==> src/verilog/rtcc_pkg.sv <==
`default_nettype none
package rtcc_pkg;

  // ****************************************************************
  // Register byte addresses
  // ****************************************************************
  localparam logic [31:0] RTCC_CTRL_ADDR = 32'hFFFFFDB0;
  localparam logic [31:0] RTCC_TIME_ADDR = 32'hFFFFFDB4;
  localparam logic [31:0] RTCC_CAL_ADDR = 32'h0FFFFDBC;
  localparam logic [31:0] RTCC_STAT_ADDR = 32'hFFFFFDC8;
  localparam logic [31:0] RTCC_CLR_ADDR = 32'hFFFFFDCC;
  localparam logic [31:0] RTCC_MASK_ADDR = 32'hFFFFFDD0;

  // ****************************************************************
  // Field positions
  // ****************************************************************
  localparam int RTCC_CENTURY_FIELD_LSB = 0;
  localparam int RTCC_YEAR_LSB = 8;
  localparam int RTCC_MONTH_LSB = 16;
  localparam int RTCC_DOW_LSB = 21;
  localparam int RTCC_DATE_LSB = 24;
  localparam int RTCC_SEC_LSB = 0;
  localparam int RTCC_MIN_LSB = 8;
  localparam int RTCC_HOUR_LSB = 16;
  localparam int RTCC_UPDTIM_BIT = 0;
  localparam int RTCC_UPDCAL_BIT = 1;
  localparam int RTCC_TSEL_LSB = 8;
  localparam int RTCC_CSEL_LSB = 16;
  localparam int RTCC_ACK_BIT = 0;
  localparam int RTCC_ALARM_BIT = 1;
  localparam int RTCC_SECEV_BIT = 2;
  localparam int RTCC_TEVT_BIT = 3;
  localparam int RTCC_CEVT_BIT = 4;

  // ****************************************************************
  // Event select codes
  // ****************************************************************
  localparam logic [1:0] RTCC_TSEL_MINUTE = 2'h0;
  localparam logic [1:0] RTCC_TSEL_HOUR = 2'h1;
  localparam logic [1:0] RTCC_TSEL_MIDNIGHT = 2'h2;
  localparam logic [1:0] RTCC_TSEL_NOON = 2'h3;
  localparam logic [1:0] RTCC_CSEL_WEEK = 2'h0;
  localparam logic [1:0] RTCC_CSEL_MONTH = 2'h1;
  localparam logic [1:0] RTCC_CSEL_YEAR = 2'h2;

  // ****************************************************************
  // Reset values and timing
  // ****************************************************************
  localparam logic [7:0] RTCC_CENTURY_FIELD_RST = 8'h20;
  localparam logic [7:0] RTCC_YEAR_RST = 8'h00;
  localparam logic [7:0] RTCC_MONTH_RST = 8'h01;
  localparam logic [2:0] RTCC_DOW_RST = 3'h1;
  localparam logic [7:0] RTCC_DATE_RST = 8'h01;
  localparam logic [4:0] RTCC_MASK_RST = 5'h00;
  localparam int RTCC_SEC_PERIOD_NS = 1000000000;
  localparam int RTCC_CLK_PERIOD_NS = 10;
  localparam int RTCC_TICK_CYCLES = RTCC_SEC_PERIOD_NS / RTCC_CLK_PERIOD_NS;

endpackage : rtcc_pkg
`default_nettype wire
==> src/verilog/rtcc_calendar.sv <==
// Register access over APB was chosen for this implementation.
`timescale 1ns/10ps
`default_nettype none
module rtcc_calendar
  import rtcc_pkg::*;
#(
  parameter int TICK_CYCLES = RTCC_TICK_CYCLES
)
(
  input wire logic core_clk_i, // System clock
  input wire logic rst_i, // Async reset, high
  input wire logic psel_i, // APB select
  input wire logic penable_i, // APB enable
  input wire logic pwrite_i, // APB direction
  input wire logic [31:0] paddr_i, // APB byte address
  input wire logic [31:0] pwdata_i, // APB write data
  output logic [31:0] prdata_o, // APB read data
  output logic pready_o, // APB ready
  output logic pslverr_o, // APB error on unmapped address
  input wire logic alarm_match_i, // Alarm match pulse
  output logic irq_o // Level interrupt
);

  // ****************************************************************
  // State
  // ****************************************************************
  typedef struct packed {
    logic [26:0] presc;
    logic [7:0] sec;
    logic [7:0] min;
    logic [7:0] hour;
    logic [7:0] century_field;
    logic [7:0] year;
    logic [7:0] month;
    logic [2:0] dow;
    logic [7:0] date;
    logic upd_tim;
    logic upd_cal;
    logic [1:0] tsel;
    logic [1:0] csel;
    logic [4:0] stat;
    logic [4:0] mask;
    logic [31:0] rdata;
  } rtcc_state_t;

  rtcc_state_t q;
  rtcc_state_t d;

  logic tick;
  logic sec_roll;
  logic min_roll;
  logic hour_roll;
  logic noon;
  logic day_roll;
  logic week_chg;
  logic month_roll;
  logic year_roll;
  logic time_ev;
  logic cal_ev;
  logic [4:0] ev_set;
  logic [4:0] clr;
  logic wr_acc;
  logic mapped;

  // ****************************************************************
  // Helpers
  // ****************************************************************
  function automatic logic [7:0] bcd_inc(input logic [7:0] v);
    if (v[3:0] == 4'h9)
    begin
      bcd_inc = {v[7:4] + 4'h1, 4'h0};
    end
    else
    begin
      bcd_inc = {v[7:4], v[3:0] + 4'h1};
    end
  endfunction : bcd_inc

  // Leap year when the BCD year is a multiple of four; year 00 only in century 20
  function automatic logic is_leap(input logic [7:0] yr, input logic [7:0] ce);
    logic div4;
    div4 = yr[4] ? (yr[3:0] == 4'h2 || yr[3:0] == 4'h6)
                 : (yr[3:0] == 4'h0 || yr[3:0] == 4'h4 || yr[3:0] == 4'h8);
    if (yr == 8'h00)
    begin
      is_leap = (ce == 8'h20);
    end
    else
    begin
      is_leap = div4;
    end
  endfunction : is_leap

  function automatic logic [7:0] month_len(input logic [7:0] mo, input logic lp);
    case (mo)
      8'h02: month_len = lp ? 8'h29 : 8'h28;
      8'h04, 8'h06, 8'h09, 8'h11: month_len = 8'h30;
      default: month_len = 8'h31;
    endcase
  endfunction : month_len

  function automatic logic is_mapped(input logic [31:0] a);
    is_mapped = (a == RTCC_CTRL_ADDR) || (a == RTCC_TIME_ADDR) || (a == RTCC_CAL_ADDR)
             || (a == RTCC_STAT_ADDR) || (a == RTCC_CLR_ADDR) || (a == RTCC_MASK_ADDR);
  endfunction : is_mapped

  // ****************************************************************
  // Next state
  // ****************************************************************
  always_comb
  begin
    d = q;
    tick = (q.presc == 27'(TICK_CYCLES - 1));
    d.presc = tick ? 27'h0000000 : q.presc + 27'h0000001;

    // Time counting stops while software holds the time update request
    sec_roll = tick && !q.upd_tim && (q.sec == 8'h59);
    min_roll = sec_roll && (q.min == 8'h59);
    hour_roll = min_roll;
    noon = min_roll && (q.hour == 8'h11);
    day_roll = min_roll && (q.hour == 8'h23);
    if (tick && !q.upd_tim)
    begin
      d.sec = sec_roll ? 8'h00 : bcd_inc(q.sec);
      if (sec_roll)
      begin
        d.min = min_roll ? 8'h00 : bcd_inc(q.min);
      end
      if (min_roll)
      begin
        d.hour = day_roll ? 8'h00 : bcd_inc(q.hour);
      end
    end

    // Day-of-week runs on its own and never steers the date
    week_chg = day_roll && !q.upd_cal && (q.dow == 3'h7);
    month_roll = day_roll && !q.upd_cal
              && (q.date == month_len(q.month, is_leap(q.year, q.century_field)));
    year_roll = month_roll && (q.month == 8'h12);
    if (day_roll && !q.upd_cal)
    begin
      d.dow = week_chg ? 3'h1 : q.dow + 3'h1;
      d.date = month_roll ? 8'h01 : bcd_inc(q.date);
      if (month_roll)
      begin
        d.month = year_roll ? 8'h01 : bcd_inc(q.month);
      end
      if (year_roll)
      begin
        d.year = (q.year == 8'h99) ? 8'h00 : bcd_inc(q.year);
        if (q.year == 8'h99)
        begin
          d.century_field = bcd_inc(q.century_field);
        end
      end
    end

    // Event selection
    unique case (q.tsel)
      RTCC_TSEL_MINUTE: time_ev = sec_roll;
      RTCC_TSEL_HOUR: time_ev = hour_roll;
      RTCC_TSEL_MIDNIGHT: time_ev = day_roll;
      RTCC_TSEL_NOON: time_ev = noon;
    endcase
    unique case (q.csel)
      RTCC_CSEL_WEEK: cal_ev = week_chg;
      RTCC_CSEL_MONTH: cal_ev = month_roll;
      RTCC_CSEL_YEAR: cal_ev = year_roll;
      default: cal_ev = 1'b0;
    endcase

    ev_set = 5'h00;
    ev_set[RTCC_ACK_BIT] = tick && (q.upd_tim || q.upd_cal);
    ev_set[RTCC_ALARM_BIT] = alarm_match_i;
    ev_set[RTCC_SECEV_BIT] = tick;
    ev_set[RTCC_TEVT_BIT] = time_ev;
    ev_set[RTCC_CEVT_BIT] = cal_ev;

    // ****************************************************************
    // APB slave
    // ****************************************************************
    mapped = is_mapped(paddr_i);
    wr_acc = psel_i && penable_i && pwrite_i && mapped;
    clr = 5'h00;
    if (wr_acc)
    begin
      unique case (paddr_i)
        RTCC_CTRL_ADDR:
        begin
          d.upd_tim = pwdata_i[RTCC_UPDTIM_BIT];
          d.upd_cal = pwdata_i[RTCC_UPDCAL_BIT];
          d.tsel = pwdata_i[RTCC_TSEL_LSB +: 2];
          d.csel = pwdata_i[RTCC_CSEL_LSB +: 2];
        end
        RTCC_TIME_ADDR:
        begin
          if (q.upd_tim && q.stat[RTCC_ACK_BIT])
          begin
            d.sec = {1'b0, pwdata_i[RTCC_SEC_LSB +: 7]};
            d.min = {1'b0, pwdata_i[RTCC_MIN_LSB +: 7]};
            d.hour = {2'b00, pwdata_i[RTCC_HOUR_LSB +: 6]};
          end
        end
        RTCC_CAL_ADDR:
        begin
          if (q.upd_cal && q.stat[RTCC_ACK_BIT])
          begin
            d.century_field = {1'b0, pwdata_i[RTCC_CENTURY_FIELD_LSB +: 7]};
            d.year = pwdata_i[RTCC_YEAR_LSB +: 8];
            d.month = {3'b000, pwdata_i[RTCC_MONTH_LSB +: 5]};
            d.dow = pwdata_i[RTCC_DOW_LSB +: 3];
            d.date = {2'b00, pwdata_i[RTCC_DATE_LSB +: 6]};
          end
        end
        RTCC_CLR_ADDR: clr = pwdata_i[4:0];
        RTCC_MASK_ADDR: d.mask = pwdata_i[4:0];
        default: clr = 5'h00; // Status word ignores writes
      endcase
    end

    // An event in the clearing cycle survives the clear
    d.stat = (q.stat & ~clr) | ev_set;

    // Read data is latched in the setup phase, so the access never waits
    if (psel_i && !penable_i && !pwrite_i)
    begin
      d.rdata = 32'h00000000;
      unique case (paddr_i)
        RTCC_CTRL_ADDR:
        begin
          d.rdata[RTCC_UPDTIM_BIT] = q.upd_tim;
          d.rdata[RTCC_UPDCAL_BIT] = q.upd_cal;
          d.rdata[RTCC_TSEL_LSB +: 2] = q.tsel;
          d.rdata[RTCC_CSEL_LSB +: 2] = q.csel;
        end
        RTCC_TIME_ADDR:
        begin
          d.rdata[RTCC_SEC_LSB +: 7] = q.sec[6:0];
          d.rdata[RTCC_MIN_LSB +: 7] = q.min[6:0];
          d.rdata[RTCC_HOUR_LSB +: 6] = q.hour[5:0];
        end
        RTCC_CAL_ADDR:
        begin
          // Bits 31:30 and 7 stay zero
          d.rdata[RTCC_CENTURY_FIELD_LSB +: 7] = q.century_field[6:0];
          d.rdata[RTCC_YEAR_LSB +: 8] = q.year;
          d.rdata[RTCC_MONTH_LSB +: 5] = q.month[4:0];
          d.rdata[RTCC_DOW_LSB +: 3] = q.dow;
          d.rdata[RTCC_DATE_LSB +: 6] = q.date[5:0];
        end
        RTCC_STAT_ADDR: d.rdata[4:0] = q.stat;
        RTCC_MASK_ADDR: d.rdata[4:0] = q.mask;
        default: d.rdata = 32'h00000000;
      endcase
    end
  end

  always_ff @(posedge core_clk_i or posedge rst_i)
  begin
    if (rst_i)
    begin
      q <= '0;
      q.century_field <= RTCC_CENTURY_FIELD_RST;
      q.year <= RTCC_YEAR_RST;
      q.month <= RTCC_MONTH_RST;
      q.dow <= RTCC_DOW_RST;
      q.date <= RTCC_DATE_RST;
      q.mask <= RTCC_MASK_RST;
    end
    else
    begin
      q <= d;
    end
  end

  assign prdata_o = q.rdata;
  assign pready_o = 1'b1;
  assign pslverr_o = psel_i && penable_i && !mapped;
  assign irq_o = |(q.stat & q.mask);
endmodule : rtcc_calendar
`default_nettype wire

==> config.mk <==
export PLATFORM = sky130hd
export DESIGN_NAME = rtcc_calendar
export DESIGN_NICKNAME = d
export VERILOG_FILES = /design/src/verilog/rtcc_pkg.sv /design/src/verilog/rtcc_calendar.sv
export SDC_FILE = /design/constraint.sdc
export NUM_CORES = 1
export LEC_CHECK = 0
export BUFFER_PORTS_ARGS = -buffer_cell sky130_fd_sc_hd__buf_2
export CORE_ASPECT_RATIO = 1.25
export CORE_UTILIZATION = 36
export DETAILED_ROUTE_END_ITERATION = 10
export SETUP_SLACK_MARGIN = 0.4
export SYNTH_ARGS = -nofsm -noshare
export SYNTH_HDL_FRONTEND = slang
export SYNTH_SLANG_ARGS = --single-unit
==> constraint.sdc <==
create_clock -name core_clk_i -period 4.68 [get_ports core_clk_i]
set_clock_uncertainty 0.15 [all_clocks]
set_input_delay 0.468 -clock core_clk_i [delete_from_list [all_inputs] [get_ports core_clk_i]]
set_output_delay 0.468 -clock core_clk_i [all_outputs]
set_load 0.1 [all_outputs]
Word-level counts from Yosys, hierarchy flattened
Index checks and enable logic that the tools add are counted.
{"block": "word_totals", "regBits": 131, "in_bits": 70, "out_inout_bits": 35, "word_cells": 158}
{"block": "classes", "n_addsub": 16, "eq_ne": 37, "n_mux": 45, "bitwise_logic": 4, "reduce_logical": 40}
{"op": "$eq 32x32->1 const B", "n": 5}
{"op": "$mux 8", "n": 18}
{"op": "$mux 35", "n": 3}
{"op": "$mux 24", "n": 3}
{"op": "$mux 65", "n": 1}
{"op": "$add 4x1->4 const B", "n": 14}
{"op": "$eq 32x28->1 const B", "n": 1}
{"op": "$eq 4x4->1 const B", "n": 8}
{"op": "$add 27x1->27 const B", "n": 1}
{"op": "$eq 27x27->1 const B", "n": 1}
{"op": "$mux 27", "n": 1}
{"op": "$eq 8x5->1 const B", "n": 3}
{"op": "$pmux 5 s2", "n": 2}
{"op": "$logic_and 1x1->1", "n": 18}
{"op": "$eq 8x3->1 const B", "n": 2}
{"op": "$eq 8x6->1 const B", "n": 2}
{"op": "$eq 8x7->1 const B", "n": 2}
{"op": "$mux 16", "n": 1}
{"op": "$pmux 2 s3", "n": 2}
{"op": "$pmux 3 s4", "n": 1}
{"op": "$and 5x5->5", "n": 2}
{"op": "$mux 5", "n": 2}
{"op": "$pmux 2 s5", "n": 1}
{"op": "$logic_or 1x1->1", "n": 9}
{"op": "other kinds (26)", "n": 39}

Longest topological paths before layout
Gate-level depths: netlist of the first run.
{"block": "logic_depth", "depth_word": 16, "depth_mapped": 12, "ltp_nobuf": 9}

Worst setup path after synthesis of the first run
No wires, ideal clock.
{"block": "synth_path", "kind": "register to register", "from": "register q[107] (netlist bit)", "to": "register q[68] (netlist bit)", "arrival_ns": 3.108, "required_ns": 4.448, "setup_slack_ns": 1.340, "path_stages_with_launch": 13, "n_path_buf": 4, "path_cell_list": "dfrtp_1 -> ha_1 -> and3_1 -> buf_4 -> nand3_1 -> or3_1 -> buf_2 -> or3_1 -> clkbuf_2 -> or4_1 -> buf_2 -> or4_1 -> a31oi_1"}
{"element": "from (decl)", "line": "rtcc_calendar.sv:46", "rtl": "rtcc_state_t q;"}

==> run_results.csv, run 1 <==
group,metric,value,unit
synthesis,synth_top_cell_by_area,"dfrtp_1",
timing,setup_viol,0,
synthesis,yosysSeqAreaShare,0.415,
die,ios,105,
critical_path,crit_path_max_fanout,9,
cells_and_area,areaGrowthSynthToFinish,15.3,%
global_routing,grt_overflow,0,
critical_path,slowest_stage,"or4_1",
routing,dr_total_vias,6909,
synthesis,syn_area,0.00792,mm²
cells_and_area,layout.nets,1053,
clock_tree,post_cts_resized,0,
critical_path,crit_chain,"ha_1, and3_1, nand3_1, or3_1, or3_1, or4_1, or4_1, a31oi_1",
clock_tree,cts-htree-levels,4,
flow_run,drv_cap,0,
critical_path,cp_num_buf_inv,0,
routing,drt_first_iter_violations,565,
routing,postRouteAntennaNets,0,
global_routing,grt_usage,0.205,
timing,worstMarginPinSlew,1.05,ns
placement,place_hpwl,16200,µm
placement,place_ws,0.911,ns
timing,hold_viol,0,
routing,wl,22100,µm
placement,placed_area,0.00847,mm²
power_and_ir_drop,p_per_area,325,mW/mm²
critical_path,critPathArrivalTime,4.00,ns
min_path,hold_path_class,"primary input to flip-flop",
clock_tree,clock_sinks,131,
critical_path,setup.worst_path.class,"flip-flop to flip-flop",
critical_path,slowest_delay,0.75,ns
timing,tns,0,ns
clock_tree,clk_latency,0.43,ns
placement,numPortBuffers,97,
global_routing,grt_pass1_vias,6662,
run_status,status,"finished clean",
synthesis,yosys_most_used_dff,"dfrtp_1",
clock_tree,cts_root_buf,"clkbuf_16",
timing,drv_slew,0,
placement,routabilityCongestion,0.825,
die,die_x,135,µm
clock_tree,cts_buffers,17,
synthesis,synthArstFlopShare,1.00,
synthesis,postSynthAreaPerCell,8.82,µm²
critical_path,crit_path_start_kind,"flip-flop",
die,fp.dieArea,0.0226,mm²
timing,layout_min_cycle_time,3.81,ns
cells_and_area,layout-drive-gt1-share,0.178,
critical_path,worstPathRequired,4.88,ns
timing,post-route-period-util,0.814,
global_routing,grt_max_degree,47,
clock_tree,path_clk_slew,0.06,ns
routing,viasPerCell,5.53,
die,coreArea,0.0215,mm²
synthesis,synth_cell_types,65,
cells_and_area,fin_area,0.00913,mm²
synthesis,synth-seq-cells,131,
critical_path,cpLargestDelayFamily,"simple AND/OR/NAND/NOR gates",
power_and_ir_drop,p_leak,3.97,nW
timing,max_slew_margin,0.303,
die,start_util,0.367,
cells_and_area,final_common_cell,"dfrtp_1",
routing,drt_first_pass_iters,5,
power_and_ir_drop,vdd_ir_drop_max,0.255,mV
synthesis,syn_inst,898,
timing,finalWorstSetupSlack,0.873,ns
clock_tree,cts_tree,"built",
synthesis,synth_top_area_frac,0.401,
synthesis,ys_warn_count,0,
die,row_count,60,
die,dieHeight,168,µm
timing,max_freq,263,MHz
critical_path,end_kind,"flip-flop",
global_routing,antenna_found_initial,2,
clock_tree,cts_buffer_depth,2,
routing,wl_per_cell,17.7,µm
synthesis,synth_edf_count,0,
cells_and_area,layout_common_cells,"dfrtp_1 (127), nor2_1 (105), buf_2 (97), nand2_1 (81), o21ai_0 (44)",
routing,drc_errors,0,
synthesis,ys_top_cells_by_area,"dfrtp_1 (40%), nor2_1 (5.0%), ha_1 (4.3%)",
timing,rsz0062_at_grt,"false",
global_routing,grt_pass1_wl,35800,µm
## power breakdown
part | internal, mW | switching [mW] | total, mW
Sequential | 1.15 | 0.0102 | 1.16
Clock | 0.959 | 0.524 | 1.48
Combinational | 0.0558 | 0.260 | 0.316
Total | 2.17 | 0.794 | 2.96
## worst paths after layout
path,end,cells past startpoint,start,slack (ns)
setup reg to reg,q[69]$_DFF_PP0_,8,q[107]$_DFF_PP0_,0.87
hold / removal,q[38]$_DFF_PP0_,2,alarm_match_i,0.08
hold reg to reg,prdata_o[27]$_DFFE_PP0P_,2,prdata_o[27]$_DFFE_PP0P_,0.31
setup / recovery,q[69]$_DFF_PP0_,8,q[107]$_DFF_PP0_,0.87
max in group asynchronous,q[99]$_DFF_PP0_,4,rst_i,2.94
min in group asynchronous,prdata_o[27]$_DFFE_PP0P_,3,rst_i,0.45
## kinds of logic (layout without fill, tap and decap cells)
| family | count (synthesis) | after routing | synth area share |
|---|---|---|---|
| and+or+nand+nor | 409 | 409 | 0.274 |
| AOI/OAI and AO/OA | 170 | 170 | 0.138 |
| DFF | 131 | 131 | 0.415 |
| buffers and inverters | 107 | 176 | 0.0675 |
| xor gates and xnor gates | 36 | 36 | 0.0398 |
| adders and majority gates | 27 | 27 | 0.0427 |
| muxes | 16 | 16 | 0.0223 |
| other | 2 | 6 | 0.000949 |
## repair_timing
action	CTS	global route
endpoints found under the hold margin	41	0
hold buffers	1	0
endpoints found under the setup margin	0	0
setup buffers	0	0
## layer usage
metal	global-route usage	wire length, µm	up-vias
met2	0.340	10600	176
li1	-	-	3340
met5	0	0	-
met3	0.0358	1060	36
met4	0.0982	911	0
met1	0.258	9510	3357
## stage by stage
stage	power, mW	hold slack, ns	std cells	util
after global routing	3.05	0.0961	1248	0.424
final	2.96	0.0799	1250	0.424
after floorplan	1.45	0.290	900	-
after global placement	1.50	0.300	1215	0.393
after detailed placement	1.50	0.302	1215	0.393
after CTS	2.99	0.0751	1248	0.424
## flip-flops by register name, summed over array words and instances (netlist names)
signal    cells
prdata_o     29
q           102
## synth_stat cells (3+ instances only)
library cell,number
a211oi_1,3
a21boi_0,3
a21oi_1,39
a221oi_1,13
a222oi_1,8
a22oi_1,3
a31oi_1,25
and2_1,5
and3_1,19
and3b_1,10
and4_1,5
buf_2,3
buf_4,34
clkbuf_1,35
dfrtp_1,127
dfstp_2,4
ha_1,27
inv_1,33
mux2_2,13
mux2i_1,3
nand2_1,81
nand2b_1,8
nand3_1,41
nand3b_1,5
nand4_1,27
nor2_1,105
nor2b_1,8
nor3_1,29
nor3b_1,8
nor4_1,12
nor4b_1,5
o21ai_0,44
o31a_1,3
o31ai_1,9
o41ai_1,3
or3_1,13
or3b_2,3
or4_1,11
xnor2_1,22
xor2_1,14
## cell type report
cell class,instances,area [µm²]
Antenna cell,2,5.00
Sequential cell,131,3280
Inverter,33,129
Multi-Input combinational cell,662,4120
Fill cell,2159,12400
Timing Repair Buffer,111,593
Clock buffer,19,443
Clock inverter,13,206
Tap cell,279,349
Note: power is estimated with default switching activity, not from simulation.
==> inputs of run 2 (changes only) <==
--- a/config.mk
+++ b/config.mk
@@ -5,6 +5,7 @@
 export SDC_FILE = /design/constraint.sdc
 export NUM_CORES = 1
 export LEC_CHECK = 0
+export ABC_AREA = 1
 export BUFFER_PORTS_ARGS = -buffer_cell sky130_fd_sc_hd__buf_2
 export CORE_ASPECT_RATIO = 1.25
 export CORE_UTILIZATION = 36
==> constraint.sdc (replaced) <==
create_clock -name core_clk_i -period 3.85 [get_ports core_clk_i]
set_clock_uncertainty 0.15 [all_clocks]
set_input_delay 0.385 -clock core_clk_i [delete_from_list [all_inputs] [get_ports core_clk_i]]
set_output_delay 0.385 -clock core_clk_i [all_outputs]
set_load 0.1 [all_outputs]
==> run 2 against run 1 <==
Compared with the run above: via count up 16%; sequential share of layout area fell by 3.2 points; clock power grew 12%; utilization is 0.24 points lower; synthesized area is 11% higher.
==> run_results.csv, run 2 <==
group,metric,value,unit
critical_path,critPathArrivalTime,3.24,ns
die,dieHeight,176,µm
cells_and_area,final_common_cell,"nand2_1",
critical_path,worstPathRequired,4.01,ns
power_and_ir_drop,p_per_area,335,mW/mm²
timing,rsz0062_at_grt,"false",
synthesis,ys_top_cells_by_area,"dfrtp_1 (36%), nand2_1 (10%), inv_1 (7.0%)",
synthesis,synth_edf_count,0,
synthesis,syn_inst,1188,
timing,tns,0,ns
clock_tree,clk_latency,0.42,ns
routing,postRouteAntennaNets,0,
critical_path,slowest_stage,"dfrtp_1",
clock_tree,cts-htree-levels,4,
clock_tree,postCtsSetupBuffers,0,
die,fp.dieArea,0.0249,mm²
synthesis,syn_area,0.00875,mm²
clock_tree,hold_buffers,0,
critical_path,cpLargestDelayFamily,"simple AND/OR/NAND/NOR gates",
critical_path,crit_path_max_fanout,10,
timing,hold_viol,0,
routing,dr_total_vias,8031,
critical_path,end_kind,"flip-flop",
synthesis,synth_cell_types,53,
power_and_ir_drop,p_leak,4.83,nW
timing,drv_slew,0,
global_routing,use_met3,0.0304,
clock_tree,clock_sinks,131,
timing,setup_viol,0,
global_routing,top_usage_layer,"met2",
global_routing,antenna_found_initial,0,
critical_path,slowest_delay,0.39,ns
synthesis,synth-seq-cells,131,
placement,place_ws,0.655,ns
cells_and_area,layout-drive-gt1-share,0.156,
synthesis,yosysSeqAreaShare,0.375,
cells_and_area,areaGrowthSynthToFinish,14.7,%
die,die_x,141,µm
clock_tree,path_clk_slew,0.06,ns
synthesis,postSynthAreaPerCell,7.37,µm²
cells_and_area,layout.nets,1364,
die,row_count,63,
die,start_util,0.368,
routing,drt_first_pass_iters,5,
routing,wl,25300,µm
die,ios,105,
cells_and_area,regMostFlops,"q",
global_routing,grt_pass1_vias,8117,
critical_path,crit_path_start_kind,"flip-flop",
routing,drt_first_iter_violations,422,
global_routing,grt_pass1_wl,41800,µm
synthesis,ys_warn_count,0,
clock_tree,cts_root_buf,"clkbuf_16",
global_routing,grt_max_degree,75,
flow_run,drv_cap,0,
global_routing,met2_usage,0.396,
routing,wl_per_cell,15.8,µm
cells_and_area,fin_area,0.0100,mm²
timing,layout_min_cycle_time,3.08,ns
run_status,status,"finished clean",
die,coreArea,0.0238,mm²
synthesis,synth_commonest_cells,"nand2_1 (235), inv_1 (163), dfrtp_1 (127), nor2_1 (116), nand3_1 (96)",
placement,numPortBuffers,97,
global_routing,use_met1,0.247,
global_routing,grt_overflow,0,
placement,routabilityCongestion,0.911,
cells_and_area,largest_reg_flops,102,
timing,max_slew_margin,0.292,
synthesis,synth_top_area_frac,0.363,
cells_and_area,final_util,0.421,
routing,viasPerCell,5.00,
timing,max_freq,325,MHz
critical_path,path_common_cell,"inv_1",
min_path,hold_path_class,"primary input to asynchronous set/reset pin",
power_and_ir_drop,vdd_ir_drop_max,0.278,mV
critical_path,crit_chain,"inv_1, ha_1, inv_1, nor3_2, inv_1, nor2_1, nand3_4, inv_1, nand3_1, nor2_2, nand2_2, nand2_1, nand3_1, o21ai_1, inv_1",
clock_tree,cts_buffer_depth,2,
timing,post-route-period-util,0.799,
critical_path,cp_num_buf_inv,5,
synthesis,yosysMostFrequentCell,"nand2_1",
timing,worstMarginPinSlew,1.06,ns
placement,placed_area,0.00943,mm²
power_and_ir_drop,totalPowerFinal,3.37,mW
placement,place_hpwl,19100,µm
cells_and_area,n_antenna_cell,0,
clock_tree,cts_buffers,17,
timing,finalWorstSetupSlack,0.774,ns
clock_tree,cts_tree,"built",
synthesis,synthArstFlopShare,1.00,
synthesis,synth_top_cell_by_area,"dfrtp_1",
global_routing,grt_usage,0.216,
cells_and_area,layout_common_cells,"nand2_1 (235), inv_1 (162), dfrtp_1 (127), nor2_1 (116), buf_2 (97)",
clock_tree,post_cts_resized,0,
routing,drc_errors,0,
synthesis,yosys_most_used_dff,"dfrtp_1",
critical_path,setup.worst_path.class,"flip-flop to flip-flop",
[run 2: cell types whose count changed in the layout (fill, tap and decap cells not counted), sizes merged, moves of 13 or more]
cell / change
o21ai: +68
nor3: +14
mux2: -13
xnor2: -20
inv: +137
nand3: +58
or3: -13
and3: -17
nand2: +161
a31oi: -22
nor2: +29
[run 2: power by group]
group	total, mW	internal (mW)	switching (mW)
Sequential	1.40	1.40	0.00930
Clock	1.66	1.04	0.620
Combinational	0.304	0.0589	0.245
Total	3.37	2.49	0.874
[run 2: layer usage]
layer	vias up	routed length (µm)
li1	4036	-
met1	3763	10500
met2	174	13100
met3	58	828
met4	0	980
met5	-	0
[run 2: worst paths after layout]
check | start | to | slack (ns) | depth (start not counted)
worst max-delay path | q[96]$_DFF_PP0_ | q[75]$_DFF_PP0_ | 0.77 | 15
worst max register to register | q[96]$_DFF_PP0_ | q[75]$_DFF_PP0_ | 0.77 | 15
worst min-delay path | rst_i | q[117]$_DFF_PP0_ | 0.005 | 2
max in group asynchronous | rst_i | q[80]$_DFF_PP1_ | 2.63 | 3
min in group core_clk_i | pwdata_i[15] | q[74]$_DFF_PP0_ | 0.01 | 3
worst min register to register | q[107]$_DFF_PP0_ | q[107]$_DFF_PP0_ | 0.30 | 1
[run 2: metrics by stage]
step / hold slack (ns) / instances
after floorplan: 0.275 / 1190
after global placement: 0.286 / 1573
after detailed placement: 0.294 / 1573
after CTS: 0.00761 / 1605
after global routing: 0.0299 / 1605
final: 0.00521 / 1605
[run 2: worst reg2reg max path: cells and delay by family, from the launching register on]
family	cells	cell delay [ns]
AND/OR/NAND/NOR	8	1.59
buffers and inverters	5	0.58
flip-flops	1	0.39
adder cells (fa/ha/maj)	1	0.16
AO/OA/AOI/OAI	1	0.08
[run 2: cells by family after synthesis]
logic type,share of synthesized area
AOI/OAI and AO/OA,0.135
xor gates and xnor gates,0.0240
adders and majority gates,0.0386
buffers and inverters,0.115
DFF,0.375
other,0.000858
and+or+nand+nor,0.311
[run 2: layout make-up]
class	count	area, µm²
Clock buffer	24	502
Clock inverter	8	98.8
Inverter	173	653
Tap cell	325	407
Sequential cell	131	3280
Multi-Input combinational cell	831	4470
Fill cell	2528	13800
Timing Repair Buffer	113	618
==> inputs of run 3 (changes only) <==
==> constraint.sdc (replaced) <==
create_clock -name core_clk_i -period 3.07 [get_ports core_clk_i]
set_clock_uncertainty 0.15 [all_clocks]
set_input_delay 0.307 -clock core_clk_i [delete_from_list [all_inputs] [get_ports core_clk_i]]
set_output_delay 0.307 -clock core_clk_i [all_outputs]
set_load 0.1 [all_outputs]
==> run 3 against run 2 <==
Compared with the run above: count of clock-buffer cells in the layout down 6; first-iteration DRC count up 14%; cell area up 5.2%; die area unchanged; worst hold slack worse by 0.0016 ns; via count up 3.2%; flip-flop and latch count unchanged; combinational power up 34%; global-route usage down 0.19 points; sequential share of layout area down 1.6 points; maximum frequency up 22%; power up 25%; largest power group unchanged; highest routed layer unchanged.
==> run_results.csv, run 3 (synthesis results as in run 2) <==
group,metric,value,unit
cells_and_area,fillers,2424,
die,die_x,141,µm
critical_path,slowest_delay,0.36,ns
global_routing,grt_pass1_vias,8075,
routing,drt_first_pass_iters,5,
cells_and_area,largest_reg_flops,102,
routing,dr_total_vias,8287,
flow_run,drv_cap,0,
clock_tree,path_clk_slew,0.06,ns
cells_and_area,regMostFlops,"q",
die,dieHeight,176,µm
die,start_util,0.368,
power_and_ir_drop,p_per_area,399,mW/mm²
timing,setup_viol,0,
timing,tns,0,ns
die,coreArea,0.0238,mm²
routing,viasPerCell,5.02,
critical_path,end_kind,"flip-flop",
critical_path,critPathArrivalTime,2.72,ns
placement,place_hpwl,19300,µm
cells_and_area,layout-drive-gt1-share,0.182,
critical_path,cp_num_buf_inv,1,
cells_and_area,layout.nets,1411,
critical_path,path_common_cell,"nor2_4",
power_and_ir_drop,p_leak,5.08,nW
power_and_ir_drop,vdd_ir_drop_max,0.324,mV
critical_path,crit_path_start_kind,"flip-flop",
timing,max_slew_margin,0.257,
min_path,hold_path_class,"primary input to flip-flop",
clock_tree,clock_sinks,131,
die,row_count,63,
cells_and_area,n_antenna_cell,0,
clock_tree,cts-htree-levels,4,
critical_path,slowest_stage,"dfrtp_1",
timing,rsz0062_at_grt,"true",
timing,max_freq,398,MHz
clock_tree,cts_buffer_depth,2,
timing,drv_slew,0,
cells_and_area,stdcell_count,1652,
critical_path,crit_chain,"ha_1, nand2_1, nor2_4, nand2_4, nor2_2, nand3_2, nor2_4, nand4_4, nor2_4, buf_4, nand2_1, nor3_2, nor2_1, nor2_1",
global_routing,grt_overflow,0,
die,fp.dieArea,0.0249,mm²
routing,wl_per_cell,15.6,µm
timing,post-route-period-util,0.819,
critical_path,crit_path_max_fanout,6,
global_routing,grt_max_degree,58,
placement,post-place-cells,1584,
timing,layout_min_cycle_time,2.51,ns
cells_and_area,layout_common_cells,"nand2_1 (234), inv_1 (160), dfrtp_1 (126), nor2_1 (112), buf_2 (96)",
global_routing,antenna_found_initial,0,
die,ios,105,
global_routing,grt_usage,0.214,
routing,drc_errors,0,
cells_and_area,final_common_cell,"nand2_1",
global_routing,grt_pass1_wl,41500,µm
clock_tree,clk_latency,0.42,ns
clock_tree,cts_root_buf,"clkbuf_16",
timing,worstMarginPinSlew,1.11,ns
placement,numPortBuffers,97,
critical_path,setup.worst_path.class,"flip-flop to flip-flop",
routing,postRouteAntennaNets,0,
run_status,status,"finished clean",
placement,routabilityCongestion,0.926,
clock_tree,cts_tree,"built",
routing,drt_first_iter_violations,482,
timing,hold_viol,0,
routing,wl,25700,µm
critical_path,cpLargestDelayFamily,"simple AND/OR/NAND/NOR gates",
cells_and_area,areaGrowthSynthToFinish,20.7,%
clock_tree,cts_buffers,17,
critical_path,worstPathRequired,3.27,ns
run 3: cell type report:
| class | count | area, µm² | area share |
|---|---|---|---|
| clock buffers | 18 | 429 | 0.0406 |
| repair buffers | 160 | 1060 | 0.100 |
| well taps | 325 | 407 | 0.0385 |
| flip-flops and latches | 131 | 3280 | 0.311 |
| inverters | 173 | 656 | 0.0621 |
| multi-input cells | 831 | 4570 | 0.432 |
| clock inverters | 14 | 156 | 0.0148 |
run 3: metal layers:
| metal | routed length [µm] | vias up | share of wire | global-route usage |
|---|---|---|---|---|
| met5 | 0 | - | 0 | 0 |
| met4 | 772 | 0 | 0.030 | 0.0847 |
| met3 | 845 | 57 | 0.033 | 0.0274 |
| met2 | 13400 | 183 | 0.52 | 0.393 |
| met1 | 10700 | 3912 | 0.41 | 0.253 |
| li1 | - | 4135 | - | - |
run 3: power breakdown:
group / switching, mW / internal [mW] / total [mW]
registers: 0.0120 / 1.75 / 1.76
clock network: 0.838 / 1.21 / 2.04
logic: 0.311 / 0.0952 / 0.407
total: 1.16 / 3.05 / 4.21
run 3: worst register-to-register path, cell delays in order, from the launching register on:
cell and delay [ns]:
dfrtp_1 0.36, ha_1 0.18, nand2_1 0.11, nor2_4 0.14
nand2_4 0.10, nor2_2 0.13, nand3_2 0.13, nor2_4 0.22
nand4_4 0.14, nor2_4 0.23, buf_4 0.18, nand2_1 0.11
nor3_2 0.14, nor2_1 0.07, nor2_1 0.08
run 3: repair_timing:
action	in CTS	in global routing
buffers inserted	0	14
cloned	0	0
endpoints found under the setup margin	4	32
gates resized for setup	1	25
pin swaps	0	8
hold endpoints to repair	41	0
hold buffers	22	0
run 3: metrics by stage:
step | total power, mW | utilization | setup slack (ns) | hold slack, ns | area [µm²]
3_3_place_gp | 2.18 | 0.400 | 0.414 | 0.222 | 9530
4_1_cts | 4.25 | 0.435 | 0.419 | 0.00187 | 10300
6_report | 4.21 | 0.444 | 0.555 | 0.00363 | 10600
3_5_place_dp | 2.18 | 0.400 | 0.392 | 0.228 | 9530
5_1_grt | 4.35 | 0.444 | 0.362 | 0.00875 | 10600
2_1_floorplan | 2.10 | - | 0.676 | 0.266 | 8760
run 3: final timing paths:
check                      slack, ns               end  cells past startpoint              from
setup reg to reg                0.56   q[50]$_DFF_PP0_                     14  q[107]$_DFF_PP0_
hold / removal                 0.004   q[56]$_DFF_PP1_                      3      pwdata_i[21]
hold reg to reg                 0.30  q[107]$_DFF_PP0_                      1  q[107]$_DFF_PP0_
max in group asynchronous       1.67   q[56]$_DFF_PP1_                      4             rst_i
min in group asynchronous       0.32   q[40]$_DFF_PP0_                      3             rst_i
setup / recovery                0.56   q[50]$_DFF_PP0_                     14  q[107]$_DFF_PP0_
